<file path="src/pst_pkg.sv">
package pst_pkg;
  localparam int          CLK_PERIOD_NS = 10;
  localparam int          TMR_W         = 18;
  localparam int          CNT_W         = 4;
  localparam int          SYNC_W        = 5;
  // Synchronised pin vector positions
  localparam int          PIN_PON       = 0;
  localparam int          PIN_TRIAL     = 1;
  localparam int          PIN_OVLO      = 2;
  localparam int          PIN_TSD       = 3;
  localparam int          PIN_VIN_OK    = 4;
  // Times in ns, cycle counts rounded up (least times)
  localparam int          OFF_TIMER_NS  = 500_000;
  localparam int          ST_GAP_NS     = 2_000_000;
  localparam int          HOLD_LOW_NS   = 1_000_000;
  localparam int          OVLO_DBNC_NS  = 10_000;
  localparam int          OFF_TIMER_CYC =
    (OFF_TIMER_NS + CLK_PERIOD_NS - 1) / CLK_PERIOD_NS;
  localparam int          ST_GAP_CYC    =
    (ST_GAP_NS + CLK_PERIOD_NS - 1) / CLK_PERIOD_NS;
  localparam int          HOLD_LOW_CYC  =
    (HOLD_LOW_NS + CLK_PERIOD_NS - 1) / CLK_PERIOD_NS;
  localparam int          OVLO_DBNC_CYC =
    (OVLO_DBNC_NS + CLK_PERIOD_NS - 1) / CLK_PERIOD_NS;
  localparam logic [1:0]  ST_MAX_TRIES  = 2'h3;
  localparam logic [CNT_W-1:0] FAILSAFE_EVENT_COUNT_RST = 4'h0;
  localparam logic [TMR_W-1:0] TMR_RST    = 18'h0_0000;

  typedef enum logic [8:0] {
    PST_LOW_POWER_OFF_STATE     = 9'h0_001,
    PST_SELF_TEST  = 9'h0_002,
    PST_QUICK_START_OFF_STATE    = 9'h0_004,
    PST_PWR_UP     = 9'h0_008,
    PST_SYS_ON     = 9'h0_010,
    PST_PD_TURNOFF = 9'h0_020,
    PST_PD_FAULT   = 9'h0_040,
    PST_FS_TRANS   = 9'h0_080,
    PST_FS_LOCK    = 9'h0_100
  } pst_state_t;
endpackage

</file>
<file path="src/pst_power_state_transitions.sv">
`timescale 1ns/1ps
// What this block does
// - Latched event, check passed, selection 0: pass through to power-up
// - Selection 1, level mode: power-up on power-on high, conditions valid
// - Selection 1, edge mode: power-up on falling edge, conditions valid
// - Trial pin high: same level or edge power-up from quick-start off
// - Enter system-on when power-up sequence releases the host reset
// - Level mode in system-on: power-on low starts turn-off
// - Edge mode: fall then low past hold-low time starts turn-off
// - Software off request starts turn-off after 500 us timer expires
// - Enabled overvoltage past debounce: protective turn-off, not a fault
// - Fault timer expiry in system-on enters fault power-down
// - Fault count equal to limit in system-on enters fault power-down
// - Thermal shutdown in system-on enters fault power-down
// - Finished turn-off power-down goes straight to low-power off
// - Failure during power-up goes to fault power-down
// - Three self-check failures, trial pin low: fail-safe transition
// - Finished fault power-down goes to fail-safe transition
// - Fail-safe return to low-power off if count below limit or bypass
// - Count at limit without bypass locks in fail-safe state
// - Power-up event ignored in quick-start off while any error flag set
// - Self-check attempted up to three times (two retries), 2 ms apart
module pst_power_state_transitions
  import pst_pkg::*;
#(
  parameter logic [TMR_W-1:0] OFF_CYC  = TMR_W'(OFF_TIMER_CYC),
  parameter logic [TMR_W-1:0] GAP_CYC  = TMR_W'(ST_GAP_CYC),
  parameter logic [TMR_W-1:0] HOLD_CYC = TMR_W'(HOLD_LOW_CYC),
  parameter logic [TMR_W-1:0] DBNC_CYC = TMR_W'(OVLO_DBNC_CYC)
) (
  input  wire logic             core_clk_in,          // 100 MHz clock
  input  wire logic             arst_n_in,            // Async reset, low
  input  wire logic             power_on_input_in,    // Power-on pin
  input  wire logic             config_trial_mode_pin_in, // Trial pin
  input  wire logic             input_overvoltage_lockout_in, // OV comp
  input  wire logic             thermal_shutdown_limit_in, // Tj above
  input  wire logic             vin_in_window_in,     // VIN valid window
  input  wire logic             low_power_off_select_in, // Off select
  input  wire logic             power_on_edge_mode_in, // 1 = edge mode
  input  wire logic             overvoltage_shutdown_enable_in, // OV en
  input  wire logic             trim_load_error_in,   // Trim error
  input  wire logic             fuse_load_error_in,   // Fuse error
  input  wire logic             software_off_request_in, // Off request
  input  wire logic             fault_timer_expired_in, // Fault timer
  input  wire logic [CNT_W-1:0] fault_event_count_in, // Fault count
  input  wire logic [CNT_W-1:0] fault_count_limit_in, // Fault limit
  input  wire logic [CNT_W-1:0] failsafe_count_limit_in, // FS limit
  input  wire logic             failsafe_lock_bypass_in, // FS bypass
  input  wire logic             self_check_done_in,   // Check finished
  input  wire logic             self_check_ok_in,     // Check passed
  input  wire logic             host_reset_release_in, // Seq releases
  input  wire logic             power_up_failure_in,  // Seq failure
  input  wire logic             power_down_done_in,   // Down seq done
  output logic [8:0]            state_out,            // One-hot state
  output logic                  self_check_start_out, // Check pulse
  output logic                  self_check_fail_out,  // Sticky failure
  output logic                  host_reset_output_n_out, // Host reset
  output logic [CNT_W-1:0]      failsafe_event_count_out, // FS count
  output logic                  turnoff_protective_out // Last was OV
);

  pst_state_t             state_q, state_d;
  logic [SYNC_W-1:0]      meta_q, sync_q;
  logic                   pon_prev_q;
  logic                   evt_q, evt_d;
  logic [1:0]             tries_q, tries_d;
  logic                   gap_act_q, gap_act_d;
  logic                   start_q, start_d;
  logic                   stfail_q, stfail_d;
  logic                   rst_n_q, rst_n_d;
  logic                   armed_q, armed_d;
  logic                   prot_q, prot_d;
  logic [CNT_W-1:0]       failsafe_event_count_q, failsafe_event_count_d;
  logic [TMR_W-1:0]       off_tmr_q, off_tmr_d;
  logic [TMR_W-1:0]       hold_tmr_q, hold_tmr_d;
  logic [TMR_W-1:0]       ovlo_tmr_q, ovlo_tmr_d;
  logic [TMR_W-1:0]       gap_tmr_q, gap_tmr_d;
  logic                   pon, fall, trial, ovlo, thermal_shutdown_limit, vin_ok;
  logic                   errs, env_ok, fault_cause, off_cause;
  logic                   off_exp, hold_exp, ovlo_exp;

  function automatic logic pwr_evt(input logic edge_mode,
                                   input logic level,
                                   input logic falling);
    pwr_evt = edge_mode ? falling : level;
  endfunction

  // Pins come from outside the clock domain
  genvar gi;
  generate
    for (gi = 0; gi < SYNC_W; gi++) begin : g_sync
      always_ff @(posedge core_clk_in or negedge arst_n_in) begin
        if (!arst_n_in) begin
          meta_q[gi] <= 1'b0;
          sync_q[gi] <= 1'b0;
        end else begin
          meta_q[gi] <= (gi == PIN_PON)    ? power_on_input_in :
                        (gi == PIN_TRIAL)  ? config_trial_mode_pin_in :
                        (gi == PIN_OVLO)   ? input_overvoltage_lockout_in :
                        (gi == PIN_TSD)    ? thermal_shutdown_limit_in :
                                             vin_in_window_in;
          sync_q[gi] <= meta_q[gi];
        end
      end
    end
  endgenerate

  assign pon    = sync_q[PIN_PON];
  assign fall   = pon_prev_q & ~pon;
  assign trial  = sync_q[PIN_TRIAL];
  assign ovlo   = sync_q[PIN_OVLO];
  assign thermal_shutdown_limit    = sync_q[PIN_TSD];
  assign vin_ok = sync_q[PIN_VIN_OK];
  assign errs   = trim_load_error_in | fuse_load_error_in | stfail_q;
  assign env_ok = vin_ok & ~thermal_shutdown_limit;
  assign off_exp  = (off_tmr_q == OFF_CYC);
  assign hold_exp = (hold_tmr_q > HOLD_CYC);
  assign ovlo_exp = (ovlo_tmr_q > DBNC_CYC);
  assign fault_cause = fault_timer_expired_in | thermal_shutdown_limit |
                       (fault_event_count_in == fault_count_limit_in);
  assign off_cause = (~power_on_edge_mode_in & ~pon) |
                     (power_on_edge_mode_in & hold_exp) |
                     (software_off_request_in & off_exp) |
                     (overvoltage_shutdown_enable_in & ovlo_exp);

  // System-on timers
  always_comb begin
    off_tmr_d  = TMR_RST;
    hold_tmr_d = TMR_RST;
    ovlo_tmr_d = TMR_RST;
    armed_d    = 1'b0;
    if (state_q == PST_SYS_ON) begin
      if (software_off_request_in) begin
        off_tmr_d = off_exp ? off_tmr_q : off_tmr_q + 1'b1;
      end
      armed_d = power_on_edge_mode_in & ~pon & (armed_q | fall);
      if (armed_q && !pon) begin
        hold_tmr_d = hold_exp ? hold_tmr_q : hold_tmr_q + 1'b1;
      end
      if (ovlo) begin
        ovlo_tmr_d = ovlo_exp ? ovlo_tmr_q : ovlo_tmr_q + 1'b1;
      end
    end
  end

  // Main transition logic
  always_comb begin
    state_d   = state_q;
    evt_d     = evt_q;
    tries_d   = tries_q;
    gap_act_d = 1'b0;
    gap_tmr_d = TMR_RST;
    start_d   = 1'b0;
    stfail_d  = stfail_q;
    rst_n_d   = rst_n_q;
    prot_d    = prot_q;
    failsafe_event_count_d  = failsafe_event_count_q;
    case (state_q)
      PST_LOW_POWER_OFF_STATE: begin
        rst_n_d = 1'b0;
        if (low_power_off_select_in || trial) begin
          state_d = PST_SELF_TEST;
          evt_d   = 1'b0;
        end else if (pwr_evt(power_on_edge_mode_in, pon, fall) && env_ok &&
                     !trim_load_error_in && !fuse_load_error_in) begin
          state_d = PST_SELF_TEST;
          evt_d   = 1'b1;
        end
        if (state_d == PST_SELF_TEST) begin
          start_d  = 1'b1;
          tries_d  = 2'h0;
          stfail_d = 1'b0;
        end
      end
      PST_SELF_TEST: begin
        if (gap_act_q) begin
          // Settling gap before the next attempt
          gap_act_d = 1'b1;
          gap_tmr_d = gap_tmr_q + 1'b1;
          if (gap_tmr_q == GAP_CYC) begin
            gap_act_d = 1'b0;
            gap_tmr_d = TMR_RST;
            start_d   = 1'b1;
          end
        end else if (self_check_done_in && !start_q) begin
          if (self_check_ok_in) begin
            state_d = PST_QUICK_START_OFF_STATE;
          end else if (tries_q + 2'h1 == ST_MAX_TRIES) begin
            stfail_d = 1'b1;
            evt_d    = 1'b0;
            // Trial mode parks in quick-start off for debug access
            state_d  = trial ? PST_QUICK_START_OFF_STATE : PST_FS_TRANS;
          end else begin
            tries_d   = tries_q + 2'h1;
            gap_act_d = 1'b1;
          end
        end
      end
      PST_QUICK_START_OFF_STATE: begin
        if (errs) begin
          evt_d = 1'b0;
        end else if (evt_q && !low_power_off_select_in && !trial) begin
          state_d = PST_PWR_UP;
        end else if ((low_power_off_select_in || trial) && env_ok &&
                     pwr_evt(power_on_edge_mode_in, pon, fall)) begin
          state_d = PST_PWR_UP;
        end
        if (state_d == PST_PWR_UP) begin
          evt_d = 1'b0;
        end
      end
      PST_PWR_UP: begin
        if (power_up_failure_in) begin
          state_d = PST_PD_FAULT;
        end else if (host_reset_release_in) begin
          state_d = PST_SYS_ON;
          rst_n_d = 1'b1;
        end
      end
      PST_SYS_ON: begin
        if (fault_cause) begin
          state_d = PST_PD_FAULT;
          rst_n_d = 1'b0;
          prot_d  = 1'b0;
        end else if (off_cause) begin
          state_d = PST_PD_TURNOFF;
          rst_n_d = 1'b0;
          prot_d  = overvoltage_shutdown_enable_in & ovlo_exp;
        end
      end
      PST_PD_TURNOFF: begin
        if (power_down_done_in) begin
          state_d = PST_LOW_POWER_OFF_STATE;
        end
      end
      PST_PD_FAULT: begin
        rst_n_d = 1'b0;
        if (power_down_done_in) begin
          state_d = PST_FS_TRANS;
        end
      end
      PST_FS_TRANS: begin
        if (failsafe_lock_bypass_in ||
            failsafe_event_count_q < failsafe_count_limit_in) begin
          state_d = PST_LOW_POWER_OFF_STATE;
          // Saturate at all ones so the counter never wraps back to zero
          if (failsafe_event_count_q != {CNT_W{1'b1}}) begin
            failsafe_event_count_d = failsafe_event_count_q + 1'b1;
          end
        end else begin
          state_d = PST_FS_LOCK;
        end
      end
      PST_FS_LOCK: begin
        rst_n_d = 1'b0;
      end
      default: begin
        state_d = PST_LOW_POWER_OFF_STATE;
      end
    endcase
  end

  always_ff @(posedge core_clk_in or negedge arst_n_in) begin
    if (!arst_n_in) begin
      state_q    <= PST_LOW_POWER_OFF_STATE;
      pon_prev_q <= 1'b0;
      evt_q      <= 1'b0;
      tries_q    <= 2'h0;
      gap_act_q  <= 1'b0;
      gap_tmr_q  <= TMR_RST;
      start_q    <= 1'b0;
      stfail_q   <= 1'b0;
      rst_n_q    <= 1'b0;
      prot_q     <= 1'b0;
      failsafe_event_count_q   <= FAILSAFE_EVENT_COUNT_RST;
      off_tmr_q  <= TMR_RST;
      hold_tmr_q <= TMR_RST;
      ovlo_tmr_q <= TMR_RST;
      armed_q    <= 1'b0;
    end else begin
      state_q    <= state_d;
      pon_prev_q <= pon;
      evt_q      <= evt_d;
      tries_q    <= tries_d;
      gap_act_q  <= gap_act_d;
      gap_tmr_q  <= gap_tmr_d;
      start_q    <= start_d;
      stfail_q   <= stfail_d;
      rst_n_q    <= rst_n_d;
      prot_q     <= prot_d;
      failsafe_event_count_q   <= failsafe_event_count_d;
      off_tmr_q  <= off_tmr_d;
      hold_tmr_q <= hold_tmr_d;
      ovlo_tmr_q <= ovlo_tmr_d;
      armed_q    <= armed_d;
    end
  end

  assign state_out                = state_q;
  assign self_check_start_out     = start_q;
  assign self_check_fail_out      = stfail_q;
  assign host_reset_output_n_out  = rst_n_q;
  assign failsafe_event_count_out = failsafe_event_count_q;
  assign turnoff_protective_out   = prot_q;
endmodule

</file>
<file path="config.mk">
export PLATFORM = sky130hd
export DESIGN_NAME = pst_power_state_transitions
export DESIGN_NICKNAME = d
export VERILOG_FILES = /design/src/pst_pkg.sv /design/src/pst_power_state_transitions.sv
export SDC_FILE = /design/constraint.sdc
export NUM_CORES = 1
export LEC_CHECK = 0
export ABC_AREA = 1
export CAP_MARGIN = 5
export CORE_MARGIN = 4
export CORE_UTILIZATION = 40
export CTS_CLUSTER_DIAMETER = 150
export CTS_CLUSTER_SIZE = 12
export DETAILED_ROUTE_END_ITERATION = 12
export DONT_BUFFER_PORTS = 1
export PLACE_DENSITY = 0.56
export SLEW_MARGIN = 0
export SYNTH_ARGS = -nofsm -noshare
export SYNTH_HDL_FRONTEND = slang
export SYNTH_SLANG_ARGS = --single-unit
</file>
<file path="constraint.sdc">
create_clock -name core_clk_in -period 1.9 [get_ports core_clk_in]
set_clock_uncertainty 0.1 [all_clocks]
set_input_delay 0.285 -clock core_clk_in [delete_from_list [all_inputs] [get_ports core_clk_in]]
set_output_delay 0.285 -clock core_clk_in [all_outputs]
set_load 0.01 [all_outputs]
</file>
# Word level (Yosys, flattened, before mapping)
# Cells that the tools add are included.
totals:
  out_inout_bits: 17
  reg_bits: 105
classes:
  n_reduce_logical: 29
  order_cmp: 3
  n_eq_ne: 34
  mux: 72
  bitwise_logic: 20
  addsub: 6
op_table:
  columns: ["cell", "n"]
  rows:
  - ["$mux 18", 12]
  - ["$mux 9", 18]
  - ["$pmux 9 s9", 1]
  - ["$add 18x1->18 const B", 4]
  - ["$mux 1", 30]
  - ["$ne 3x3->1 const B", 8]
  - ["$ne 2x2->1 const B", 10]
  - ["$eq 18x16->1 const B", 1]
  - ["$eq 18x18->1 const B", 1]
  - ["$eq 9x2->1 const B", 2]
  - ["$eq 9x4->1 const B", 2]
  - ["$gt 18x10->1 const B", 1]
  - ["$gt 18x17->1 const B", 1]
  - ["$reduce_and 6->1", 2]
  - ["$mux 2", 5]
  - ["$eq 9x1->1 const B", 1]
  - ["$eq 9x3->1 const B", 1]
  - ["$eq 9x5->1 const B", 1]
  - ["$eq 9x6->1 const B", 1]
  - ["$eq 9x7->1 const B", 1]
  - ["$eq 9x8->1 const B", 1]
  - ["$eq 9x9->1 const B", 1]
  - ["$logic_and 1x1->1", 9]
  - ["$and 1x1->1", 8]
  - ["other kinds (22)", 42]

# Longest topological paths before layout
# Gate-level depths: netlist of the first run.
depth:
  depth_word: 12
  ltp_mapped: 13
  mapped_depth_nobuf: 13

# Worst setup path after synthesis of the first run
# Ideal clock, no wire load.
synth_timing:
  kind: "flip-flop to flip-flop"
  from: "register gap_tmr_q[0]"
  to: "register gap_tmr_q[16]"
  arrival_ns: 1.576
  required_ns: 1.681
  period_less_slack_ns: 1.795
  stages_incl_launch_ff: 13
  setup_slack_ns: 0.105
  setup_time_ns: 0.119
  cell_sequence: "dfrtp_1 > ha_1 > nand3_1 > nor2_1 > nand2_1 > nor2_1 > nand2_1 > inv_2 > nand3_2 > nor2_4 > nand4_1 > nand2_1 > nor2_1"
synth_between:
  elab_chain_cells: 4
  word_cells_on_any_way: 5
  classes_between: "add/sub: 1; eq/ne: 1; mux: 3"
synth_rtl:
  columns: ["element", "line_no", "text"]
  rows:
  - ["start, declared", "pst_power_state_transitions.sv:77", "logic [TMR_W-1:0] gap_tmr_q, gap_tmr_d;"]
  - ["start signal, assigned", "pst_power_state_transitions.sv:286", "gap_tmr_q <= gap_tmr_d;"]
  - ["$add 18x1->18 / $eq 18x18->1 (equally long branches)", "pst_power_state_transitions.sv:179, pst_power_state_transitions.sv:180", null]
  - ["$mux 18 (*)", "pst_power_state_transitions.sv:180", "if (gap_tmr_q == GAP_CYC) begin"]
  - ["$mux 18 (*)", "pst_power_state_transitions.sv:176", "if (gap_act_q) begin"]
  - ["$mux 18 (*)", "pst_power_state_transitions.sv:158", "case (state_q)"]
  - ["via gap_tmr_d[16]", "pst_power_state_transitions.sv:77", null]
# The timed path passes the listed nets; every way through them passes the cells marked *.
# A chain may end at the register's enable or synchronous reset.

# Worst setup path in the final report of the first run
layout_timing:
  from: "register state_q[2] (netlist: state_out[2])"
  to: "register hold_tmr_q[2]"
layout_between:
  elab_chain_cells: 2
  word_cells_on_any_way: 3
  classes_between: "eq/ne: 2; mux: 1"
layout_rtl:
  columns: ["element", "line_no", "text"]
  rows:
  - ["start, declared", "pst_power_state_transitions.sv:62", "pst_state_t state_q, state_d;"]
  - ["start signal, assigned", "pst_power_state_transitions.sv:281", "state_q <= state_d;"]
  - ["$eq 9x5->1 (*)", "pst_power_state_transitions.sv:132", "if (state_q == PST_SYS_ON) begin"]
  - ["$ne 3x3->1 (no line) / $mux 18 (equally long branches)", null, null]
  - ["end signal, assigned", "pst_power_state_transitions.sv:293", "hold_tmr_q <= hold_tmr_d;"]
  - ["end, declared", "pst_power_state_transitions.sv:75", "logic [TMR_W-1:0] hold_tmr_q, hold_tmr_d;"]
# Every way passes the cells marked *; elsewhere a longest branch is shown, timed or not.

==> impl_summary.txt, run 1 <==
----------------------------------------------------
[CTS]
  # clock sinks ... 105
  TritonCTS clock tree ... yes
  Number of buffers created by CTS ... 9
  Clock transition at path regs ... 80 ps
  Worst-Skew Late Latency ... 360 ps
  Clock Tree Root ... sky130_fd_sc_hd__clkbuf_16
  Longest Clk Path Bufs ... 2
  Hold-fix buffers, CTS ... 7
  # H-tree levels ... 3

[Layout]
  Most frequent standard cell in the layout excluding fill and tap cells ... sky130_fd_sc_hd__nand2_1
  Area growth from synthesis to layout ... 26.42%
  Antenna cell count ... 0
  Share of post-route cells with drive strength above 1 ... 25.15%
  # fillers ... 1320
  Net count reported at finish ... 899
  Commonest non-fill, non-tap cells in the layout ... sky130_fd_sc_hd__nand2_1, sky130_fd_sc_hd__inv_1, sky130_fd_sc_hd__dfrtp_1
  Core utilization of the finished layout ... 52.54%
  Cell Count, Final, Fillers Out ... 1039

[Synthesis]
  Post-synthesis cell type count ... 48
  Netlist area before placement ... 5858 um^2
  Portion of synthesized cell area occupied by the leading cell type ... 44.43%
  Library cell occupying the most area in the post-synthesis netlist ... sky130_fd_sc_hd__dfrtp_1
  Most used DFF post-synth ... sky130_fd_sc_hd__dfrtp_1
  Mean post-synth cell area ... 7.718 um^2
  Net Count, Synth ... 804
  Count of flip-flops with a built-in enable after synthesis ... 0
  Cells after synthesis ... 759
  Fraction of registers with async set/reset ... 100.0%
  Share of synthesized area occupied by flip-flops and latches ... 44.87%
  Count of yosys warnings during synthesis ... 0
  Number of synthesized register bits ... 105
  Largest cells by area after synthesis ... sky130_fd_sc_hd__dfrtp_1, sky130_fd_sc_hd__nand2_1, sky130_fd_sc_hd__inv_1

[Die]
  Number of core rows ... 43
  Die Y ... 129.0 um
  DIE WIDTH ... 129.0 um
  Initial Util ... 41.56%
  Total die area ... 16640 um^2
  CORE AREA ... 14100 um^2
  Number of primary I/O pins ... 49

[Placement]
  Total placed cells including tap cells ... 998
  Number of buffers inserted by port buffering ... 0
  DP Wirelength ... 10180 um
  Last weighted congestion value of the routability-driven placer ... 0.8969

[Drt]
  Number of antenna-violating nets in the routed design ... 0
  Total wire length ... 13760 um
  Drc violations ... 0
  Average routed wire per standard cell ... 13.24 um
  Vias per cell ... 4.953
  Iter 0 DRT Violations ... 229
  First-pass iteration count of the detailed router ... 5
  Via count ... 5146

[STA]
  Final Max Tran Viols ... 0
  Transition time of the tightest slew-check pin ... 316.0 ps
  Unrepaired setup endpoints after global routing ... true
  F_max ... 517.1 MHz
  Period utilisation layout ... 101.8%
  Setup ws final ... -34.03 ps
  Tightest slew margin relative to the limit ... 78.77%
  Final hold viol count ... 105
  Endpoints failing setup ... 4
  Shortest period the worst path allows ... 1934 ps
  Post-Route Hold Slack ... -480.7 ps

[Run status]
  Run status ... complete, but fails checks
  Failing checks ... negative hold slack, negative setup slack

[GRT]
  Via count of the first global-routing pass ... 4877
  Grt ovf ... 0
  First-pass GRT wire length ... 22800 um
  Number of antenna violations at the first check in global routing ... 0
  Largest net degree at the start of global routing ... 106
  Global Route Usage Sum ... 16.96%

[Worst setup path]
  Crit Path Category ... flip-flop to flip-flop
  Crit start category ... flip-flop
  Depth of the worst register-to-register path ... 9
  Reg-to-Reg Start ... state_out[2]
  Maximum net fanout on the critical path ... 4
  Beginning of the critical path ... state_out[2]
  Arrival time at the worst endpoint ... 2130 ps
  Data required, critical path ... 2100 ps
  Kind of end point of the critical path ... flip-flop

[Pwr]
  Total power per unit cell area ... 728.7 nW/um^2
  Peak supply drop ... 0.5662 mV
  Leakage Power ... 0.003410 uW

[Run]
  Number of maximum-capacitance violations ... 0

[Min path]
  Min-delay worst type ... primary input to async pin

----------------------------------------------------
## flip-flops by register name (all words and copies together) (netlist names)
signal                    cells
gap_tmr_q                    18
hold_tmr_q                   18
off_tmr_q                    18
ovlo_tmr_q                   18
state_out                     9
meta_q                        5
failsafe_event_count_out      4
tries_q                       2
armed_q                       1
evt_q                         1
gap_act_q                     1
host_reset_output_n_out       1
ovlo                          1
pon                           1
pon_prev_q                    1
self_check_fail_out           1
self_check_start_out          1
thermal_shutdown_limit        1
trial                         1
turnoff_protective_out        1
vin_ok                        1
## routing by layer
metal | share of wire (%) | global-route usage (%)
met4 | 1.8 | 4.694
met5 | 0 | 0
met2 | 50 | 28.57
met1 | 45 | 21.61
met3 | 3.6 | 4.534
## final cells by class
cell class,count,area [um^2],area share (%)
multi-input cells,512,3018,40.75
flip-flops and latches,105,2631,35.53
repair buffers,88,718.2,9.698
inverters,138,523.0,7.062
clock buffers,10,229.0,3.092
well taps,180,225.2,3.041
clock inverters,6,61.31,0.8278
## report_power, final
group          switching (uW)  internal, uW  total [uW]  leakage [uW]
registers                82.9          2330        2420       0.00142
logic                     652           501        1150       0.00185
clock network             906           922        1830      0.000138
total                    1640          3760        5400       0.00341
## worst max-delay path, stage by stage (launching register included)
cell	delay [ps]
sky130_fd_sc_hd__dfrtp_1	410
sky130_fd_sc_hd__nor2_4	170
sky130_fd_sc_hd__nand2_4	90
sky130_fd_sc_hd__nor2_8	150
sky130_fd_sc_hd__nand2_8	80
sky130_fd_sc_hd__nor3_4	330
sky130_fd_sc_hd__inv_2	130
sky130_fd_sc_hd__buf_6	140
sky130_fd_sc_hd__a211o_1	220
sky130_fd_sc_hd__inv_1	50
## synthesized netlist by cell type, types with 2 or more instances
cell                        n
sky130_fd_sc_hd__nand2_2    4
sky130_fd_sc_hd__nor4_1     5
sky130_fd_sc_hd__nor2_4     8
sky130_fd_sc_hd__or2_2      2
sky130_fd_sc_hd__nand2_1  134
sky130_fd_sc_hd__o21ai_2    2
sky130_fd_sc_hd__nand3_2    2
sky130_fd_sc_hd__a22oi_1    2
sky130_fd_sc_hd__o22a_1     2
sky130_fd_sc_hd__xnor2_1    2
sky130_fd_sc_hd__inv_2      6
sky130_fd_sc_hd__buf_2      2
sky130_fd_sc_hd__a31oi_1    2
sky130_fd_sc_hd__nand4_1   18
sky130_fd_sc_hd__buf_6      2
sky130_fd_sc_hd__ha_1      13
sky130_fd_sc_hd__nor2_2     4
sky130_fd_sc_hd__nor2_1   100
sky130_fd_sc_hd__a21oi_1   55
sky130_fd_sc_hd__nor3_2     4
sky130_fd_sc_hd__o21a_1     2
sky130_fd_sc_hd__nand3_1   58
sky130_fd_sc_hd__inv_1    131
sky130_fd_sc_hd__nand2_4    3
sky130_fd_sc_hd__o21ai_0   36
sky130_fd_sc_hd__nor3_1    21
sky130_fd_sc_hd__dfrtp_1  104
sky130_fd_sc_hd__nor3b_2    2
sky130_fd_sc_hd__o21ai_1   11
sky130_fd_sc_hd__xor2_1     4
## per-stage QoR
step | total power [uW] | setup TNS, ps | area, um^2 | setup WS, ps
after floorplan | 3088 | 0 | 5858 | 104.8
after global placement | 3451 | 0 | 6536 | 33.12
after detailed placement | 3464 | -59.14 | 6536 | -29.21
after CTS | 5328 | 0 | 6914 | 6.236
after global routing | 5667 | -1743 | 7406 | -131.3
final | 5397 | -67.80 | 7406 | -34.03
## kinds of logic after synthesis
| family | count (synthesis) | share of synthesized area [%] |
|---|---|---|
| AOI/OAI and AO/OA | 122 | 11.62 |
| xor gates and xnor gates | 6 | 0.8970 |
| adders and majority gates | 13 | 2.777 |
| buffers and inverters | 142 | 9.483 |
| DFF | 105 | 44.87 |
| and+or+nand+nor | 371 | 30.35 |
## path summary, 6_finish.rpt
| check | slack, ps | to |
|---|---|---|
| setup / recovery | -30 | hold_tmr_q[2] |
| hold / removal | -480 | hold_tmr_q[4] |
| setup reg to reg | -30 | hold_tmr_q[2] |
| hold reg to reg | 250 | vin_ok |
| max in group asynchronous | 1940 | state_out[0] |
| min in group core_clk_in | 40 | state_out[6] |
## repair_timing
item	CTS	global route
endpoints found under the setup margin	5	51
pin swaps	2	38
gates resized for setup	3	107
buffers inserted	1	18
endpoints found under the hold margin	112	105
(Power assumes the default switching activity.)
==> run 2, diff against run 1 <==
CELL_PAD_IN_SITES_DETAIL_PLACEMENT = 0   (was default)
CELL_PAD_IN_SITES_GLOBAL_PLACEMENT = 1   (was default)
PLACE_DENSITY = 0.72   (was 0.56)
==> impl_summary.txt, run 2 (synthesis gave the netlist of run 1 again) <==
----------------------------------------------------
[Pwr]
  Sw frac ... 29.50% (-0.90 points)
  Internal cell power ... 3722 uW (-0.91%)
  Peak supply drop ... 0.4918 mV (-13%)
  Total power per unit cell area ... 715.6 nW/um^2 (-1.8%)
  Clock network fraction of design power ... 32.7% (-1.2 points)
  Leakage Power ... 0.003414 uW (+0.11%)
  Fraction of power consumed by combinational cells ... 21.5% (about the same)
  Overall power after layout ... 5279 uW (-2.2%)
  Sequential Power Share ... 45.8% (+1.1 points)
  Net Switching ... 1557 uW (-5.1%)

[GRT]
  Number of antenna violations at the first check in global routing ... 0 (unchanged)
  Via count of the first global-routing pass ... 5009 (+2.7%)
  Largest net degree at the start of global routing ... 106 (unchanged)
  Global Route Usage Sum ... 17.03% (+0.068 points)
  Grt ovf ... 0 (unchanged)
  First-pass GRT wire length ... 23050 um (+1.1%)

[Worst setup path]
  Slowest stage delay, CP ... 390 ps (-20 ps)
  Critical R2R Capture ... hold_tmr_q[11]
  Crit Path Category ... flip-flop to flip-flop
  Kind of end point of the critical path ... flip-flop
  Crit start category ... flip-flop
  Arrival time at the worst endpoint ... 2080 ps (-50 ps)
  Data required, critical path ... 2040 ps (-60 ps)
  Cells along the critical path ... nor2_2 > nand2_4 > nor2_8 > nand2_8 > nor3_4 > inv_2 > nor2_4 > o21ai_2 > o211ai_1 > inv_1
  Depth of the worst register-to-register path ... 10 (+1)
  Maximum net fanout on the critical path ... 5 (+1)
  Reg-to-Reg Start ... state_out[0]
  Slowest library cell on the worst path ... sky130_fd_sc_hd__dfstp_2
  Register-to-register path setup slack ... -40 ps (about the same)

[Die]
  Number of core rows ... 43 (unchanged)
  Number of primary I/O pins ... 49 (unchanged)
  Initial Util ... 41.56% (unchanged)
  CORE AREA ... 14100 um^2 (unchanged)
  DIE WIDTH ... 129.0 um (unchanged)
  Die Y ... 129.0 um (unchanged)
  Total die area ... 16640 um^2 (unchanged)

[Placement]
  Total placed cells including tap cells ... 1009 (+1.1%)
  DP Wirelength ... 10250 um (+0.71%)
  Last weighted congestion value of the routability-driven placer ... 0.8404 (-6.3%)
  Number of buffers inserted by port buffering ... 0 (unchanged)
  Setup slack after placement ... -39.21 ps (-10.00 ps)

[STA]
  Final hold viol count ... 105 (unchanged)
  Endpoints failing setup ... 3 (-1)
  Shortest period the worst path allows ... 1936 ps (+1.742 ps)
  Period utilisation layout ... 101.9% (about the same)
  Post-Route Hold Slack ... -469.9 ps (+10.82 ps)
  Unrepaired setup endpoints after global routing ... true
  F_max ... 516.6 MHz (about the same)
  Final Max Tran Viols ... 0 (unchanged)
  Tightest slew margin relative to the limit ... 80.03% (+1.3 points)
  Transition time of the tightest slew-check pin ... 298.7 ps (-17.31 ps)
  Setup ws final ... -35.78 ps (-1.742 ps)

[Layout]
  Share of post-route cells with drive strength above 1 ... 24.74% (-0.41 points)
  Most frequent standard cell in the layout excluding fill and tap cells ... sky130_fd_sc_hd__nand2_1
  Commonest non-fill, non-tap cells in the layout ... sky130_fd_sc_hd__nand2_1, sky130_fd_sc_hd__inv_1, sky130_fd_sc_hd__dfrtp_1
  # fillers ... 1335 (+1.1%)
  Antenna cell count ... 0 (unchanged)
  Multi-input logic area ... 2972 um^2 (-1.5%)
  Cell Count, Final, Fillers Out ... 1045 (+0.58%)
  Storage cell area ... 2630 um^2 (about the same)
  Net count reported at finish ... 906 (+0.78%)
  Area growth from synthesis to layout ... 25.93%

[CTS]
  Clock transition at path regs ... 70 ps (about the same)
  # H-tree levels ... 3 (unchanged)
  Longest Clk Path Bufs ... 2 (unchanged)
  Clock Tree Root ... sky130_fd_sc_hd__clkbuf_16
  TritonCTS clock tree ... yes
  Worst-Skew Late Latency ... 350 ps (about the same)
  # clock sinks ... 105 (unchanged)
  Hold-fix buffers, CTS ... 7 (unchanged)
  Number of buffers created by CTS ... 9 (unchanged)

[Drt]
  Iter 0 DRT Violations ... 283 (+24%)
  Total wire length ... 14030 um (+2.0%)
  Via count ... 5217 (+1.4%)
  First-pass iteration count of the detailed router ... 5 (unchanged)
  Vias per cell ... 4.992 (+0.80%)
  Drc violations ... 0 (unchanged)
  Number of antenna-violating nets in the routed design ... 0 (unchanged)
  Average routed wire per standard cell ... 13.43 um (+1.4%)

[Run status]
  Run status ... complete, but fails checks
  Failing checks ... negative hold slack, negative setup slack

[Run]
  Number of maximum-capacitance violations ... 0 (unchanged)

[Min path]
  Min-delay worst type ... primary input to async pin

----------------------------------------------------
## run 2: per-layer routing
| metal | track usage [%] | share of wire [%] |
|---|---|---|
| met1 | 22.44 | 46 |
| met2 | 28.35 | 48 |
| met3 | 3.586 | 3.8 |
| met4 | 5.065 | 2.0 |
| met5 | 0 | 0 |
## run 2: timing repair
action                                  CTS  global route
buffers inserted                          0            14
gates resized for setup                   7            91
endpoints found under the hold margin   112           105
endpoints found under the setup margin    7            53
pin swaps                                 2            31
## run 2: power by group through the flow
stage / sequential [uW] / clock, uW / combinational (uW)
6_report: 2420 / 1730 / 1140
5_1_grt: 2430 / 1880 / 1270
4_1_cts: 2420 / 1800 / 1020
2_1_floorplan: 2480 / 0 / 603
3_5_place_dp: 2460 / 0 / 991
3_3_place_gp: 2460 / 0 / 995
## run 2: how the worst max path moves through the flow
stage / from / to / slack [ps] / cells after the start
after floorplan: gap_tmr_q[0] / gap_tmr_q[16] / 100 / 12
after global placement: state_out[0] / state_out[5] / -20 / 11
after detailed placement: state_out[0] / state_out[5] / -40 / 11
after CTS: state_out[3] / hold_tmr_q[11] / 20 / 10
after global routing: state_out[0] / state_out[5] / -110 / 11
final: state_out[0] / hold_tmr_q[11] / -40 / 10
## run 2: per-stage QoR
step	setup TNS (ps)	hold WS [ps]	utilization, %	instance area [um^2]
finish	-59.36	-469.9	52.33	7377
global route	-1218	-495.2	52.33	7377
CTS	0	-489.6	49.52	6980
detailed placement	-53.36	-104.4	46.96	6619
global placement	-27.61	-104.7	46.96	6619
floorplan	0	-110.6	-	5858
## run 2: worst max-delay path, delay by kind of cell (launching register included)
family / cells / cell delay [ps]
AOI/OAI and AO/OA: 2 / 170
buffers and inverters: 2 / 160
DFF: 1 / 390
and+or+nand+nor: 6 / 1000
## run 2: area by class of cell
type,count,share of cell area [%]
flip-flops and latches,105,35.65
inverters,138,7.140
clock inverters,6,0.5936
well taps,180,3.053
clock buffers,9,3.053
multi-input cells,512,40.28
repair buffers,95,10.23
==> run 3, diff against run 2 <==
SETUP_SLACK_MARGIN = 0.4   (was default)
==> impl_summary.txt, run 3 (synthesis gave the netlist of run 1 again) <==
----------------------------------------------------
[Run status]
  Run status ... complete, but fails checks
  Failing checks ... negative hold slack

[Placement]
  Number of buffers inserted by port buffering ... 0 (unchanged)
  Total placed cells including tap cells ... 991 (-1.8%)
  Last weighted congestion value of the routability-driven placer ... 0.8484 (+0.95%)
  Placed Area ... 6625 um^2 (about the same)
  DP Wirelength ... 10080 um (-1.7%)

[GRT]
  Grt ovf ... 0 (unchanged)
  Global Route Usage Sum ... 18.88% (+1.9 points)
  Number of antenna violations at the first check in global routing ... 0 (unchanged)
  Via count of the first global-routing pass ... 5398 (+7.8%)
  First-pass GRT wire length ... 25390 um (+10%)
  Largest net degree at the start of global routing ... 106 (unchanged)

[Worst setup path]
  Arrival time at the worst endpoint ... 2040 ps (-40 ps)
  Kind of end point of the critical path ... flip-flop
  Maximum net fanout on the critical path ... 6 (+1)
  Slowest stage delay, CP ... 430 ps (+40 ps)
  Slowest library cell on the worst path ... sky130_fd_sc_hd__dfrtp_1
  Data required, critical path ... 2050 ps (about the same)
  Crit Path Category ... flip-flop to flip-flop
  Worst Path Buf+Inv ... 1 (-1)
  Crit path max-delay family ... simple AND/OR/NAND/NOR gates
  Crit start category ... flip-flop
  Cells along the critical path ... inv_1 > ha_2 > nand3_2 > nor2_2 > nand3_2 > nand2_2 > nor2_2 > nand4_1 > nand2_2 > nand2_1 > o21ai_1

[CTS]
  Longest Clk Path Bufs ... 2 (unchanged)
  TritonCTS clock tree ... yes
  Worst-Skew Late Latency ... 360 ps (about the same)
  Clock Tree Root ... sky130_fd_sc_hd__clkbuf_16
  Clock transition at path regs ... 80 ps (about the same)
  Hold-fix buffers, CTS ... 7 (unchanged)
  # H-tree levels ... 3 (unchanged)
  Number of buffers created by CTS ... 9 (unchanged)
  # clock sinks ... 105 (unchanged)

[STA]
  Period utilisation layout ... 99.55% (-2.3 points)
  F_max ... 528.7 MHz (+2.3%)
  Shortest period the worst path allows ... 1891 ps (-44.29 ps)
  Accumulated negative setup slack ... 0 ps (+59.36 ps)
  Unrepaired setup endpoints after global routing ... true
  Post-Route Hold Slack ... -492.7 ps (-22.81 ps)
  Final hold viol count ... 105 (unchanged)
  Endpoints failing setup ... 0 (-3)
  Final Max Tran Viols ... 0 (unchanged)
  Tightest slew margin relative to the limit ... 73.88% (-6.1 points)
  Transition time of the tightest slew-check pin ... 390.4 ps (+91.78 ps)

[Layout]
  Cell Count, Final, Fillers Out ... 1118 (+7.0%)
  Most frequent standard cell in the layout excluding fill and tap cells ... sky130_fd_sc_hd__buf_4
  Core utilization of the finished layout ... 64.08% (+12 points)
  Area growth from synthesis to layout ... 54.19%
  Multi-input logic area ... 3822 um^2 (+29%)
  Share of post-route cells with drive strength above 1 ... 47.12% (+22 points)
  Net count reported at finish ... 978 (+7.9%)
  # fillers ... 1131 (-15%)
  Storage cell area ... 2638 um^2 (+0.29%)
  Final instance area ... 9032 um^2 (+22%)
  Antenna cell count ... 0 (unchanged)
  Commonest non-fill, non-tap cells in the layout ... sky130_fd_sc_hd__buf_4, sky130_fd_sc_hd__inv_1, sky130_fd_sc_hd__nand2_1, sky130_fd_sc_hd__dfrtp_1, sky130_fd_sc_hd__nor2_1

[Die]
  Total die area ... 16640 um^2 (unchanged)
  Number of primary I/O pins ... 49 (unchanged)
  DIE WIDTH ... 129.0 um (unchanged)
  Initial Util ... 41.56% (unchanged)
  Die Y ... 129.0 um (unchanged)
  CORE AREA ... 14100 um^2 (unchanged)
  Number of core rows ... 43 (unchanged)

[Drt]
  Average routed wire per standard cell ... 14.87 um (+11%)
  Total wire length ... 16620 um (+18%)
  Iter 0 DRT Violations ... 304 (+7.4%)
  Drc violations ... 0 (unchanged)
  Vias per cell ... 5.100 (+2.2%)
  Number of antenna-violating nets in the routed design ... 0 (unchanged)
  First-pass iteration count of the detailed router ... 4 (-1)
  Via count ... 5702 (+9.3%)

[Pwr]
  Total power per unit cell area ... 623.6 nW/um^2 (-13%)
  Peak supply drop ... 0.4775 mV (-2.9%)
  Leakage Power ... 0.003997 uW (+17%)

[Run]
  Number of maximum-capacitance violations ... 0 (unchanged)

[Min path]
  Min-delay worst type ... primary input to async pin

----------------------------------------------------
## run 3: changes by cell type in the layout (fill, tap and decap cells not counted), moves of 17 or more
cell,delta
sky130_fd_sc_hd__a21oi_1,-27
sky130_fd_sc_hd__a21oi_2,+25
sky130_fd_sc_hd__buf_4,+24
sky130_fd_sc_hd__buf_6,+41
sky130_fd_sc_hd__nand2_1,-28
sky130_fd_sc_hd__nand2_2,+17
sky130_fd_sc_hd__nand3_1,-23
sky130_fd_sc_hd__nor2_1,-24
sky130_fd_sc_hd__o21ai_0,-18
## run 3: cell type report
cell class,count,area share [%]
Multi-Input combinational cell,514,42.32
Sequential cell,105,29.20
Timing Repair Buffer,164,16.32
Inverter,138,6.455
Clock buffer,9,2.493
Tap cell,180,2.493
Clock inverter,7,0.5957
Timing Repair inverter,1,0.1247
## run 3: metrics by stage
stage                     hold WS, ps  setup slack (ps)  power (uW)
after global routing           -501.4            -147.9        5888
final                          -492.7             8.515        5632
after global placement         -107.5             37.54        3438
after floorplan                -110.6             153.7        3137
after detailed placement       -106.9            -1.649        3446
after CTS                      -502.9             36.40        5510
## run 3: repair_timing
action / CTS / global route
endpoints found under the setup margin: 93 / 94
cloned: 4 / 0
buffers inserted: 64 / 36
pin swaps: 56 / 71
gates resized for setup: 171 / 161
hold endpoints to repair: 112 / 105
## run 3: per-layer routing
metal	global-route usage [%]	vias to the layer above	wire (um)	part of all wire (%)
li1	-	2810	-	-
met1	25.18	2798	7286	44
met2	31.28	79	8549	51
met3	3.916	15	543	3.3
met4	5.312	0	244	1.5
met5	0	-	0	0
## run 3: final timing paths
| kind | from | to | slack [ps] | cells after the start |
|---|---|---|---|---|
| worst max-delay path | off_tmr_q[0] | state_out[5] | 9 | 11 |
| worst min-delay path | arst_n_in | gap_tmr_q[13] | -490 | 0 |
| worst max register to register | off_tmr_q[0] | state_out[5] | 9 | 11 |
| worst min register to register | meta_q[2] | ovlo | 250 | 0 |
| max in group asynchronous | arst_n_in | state_out[0] | 1930 | 0 |
| min in group core_clk_in | failsafe_lock_bypass_in | state_out[8] | 20 | 3 |
## run 3: where the power goes
group          internal (uW)  total [uW]  switching [uW]
logic                    618        1380             759
clock network            902        1820             916
registers               2340        2440             101
total                   3860        5630            1780
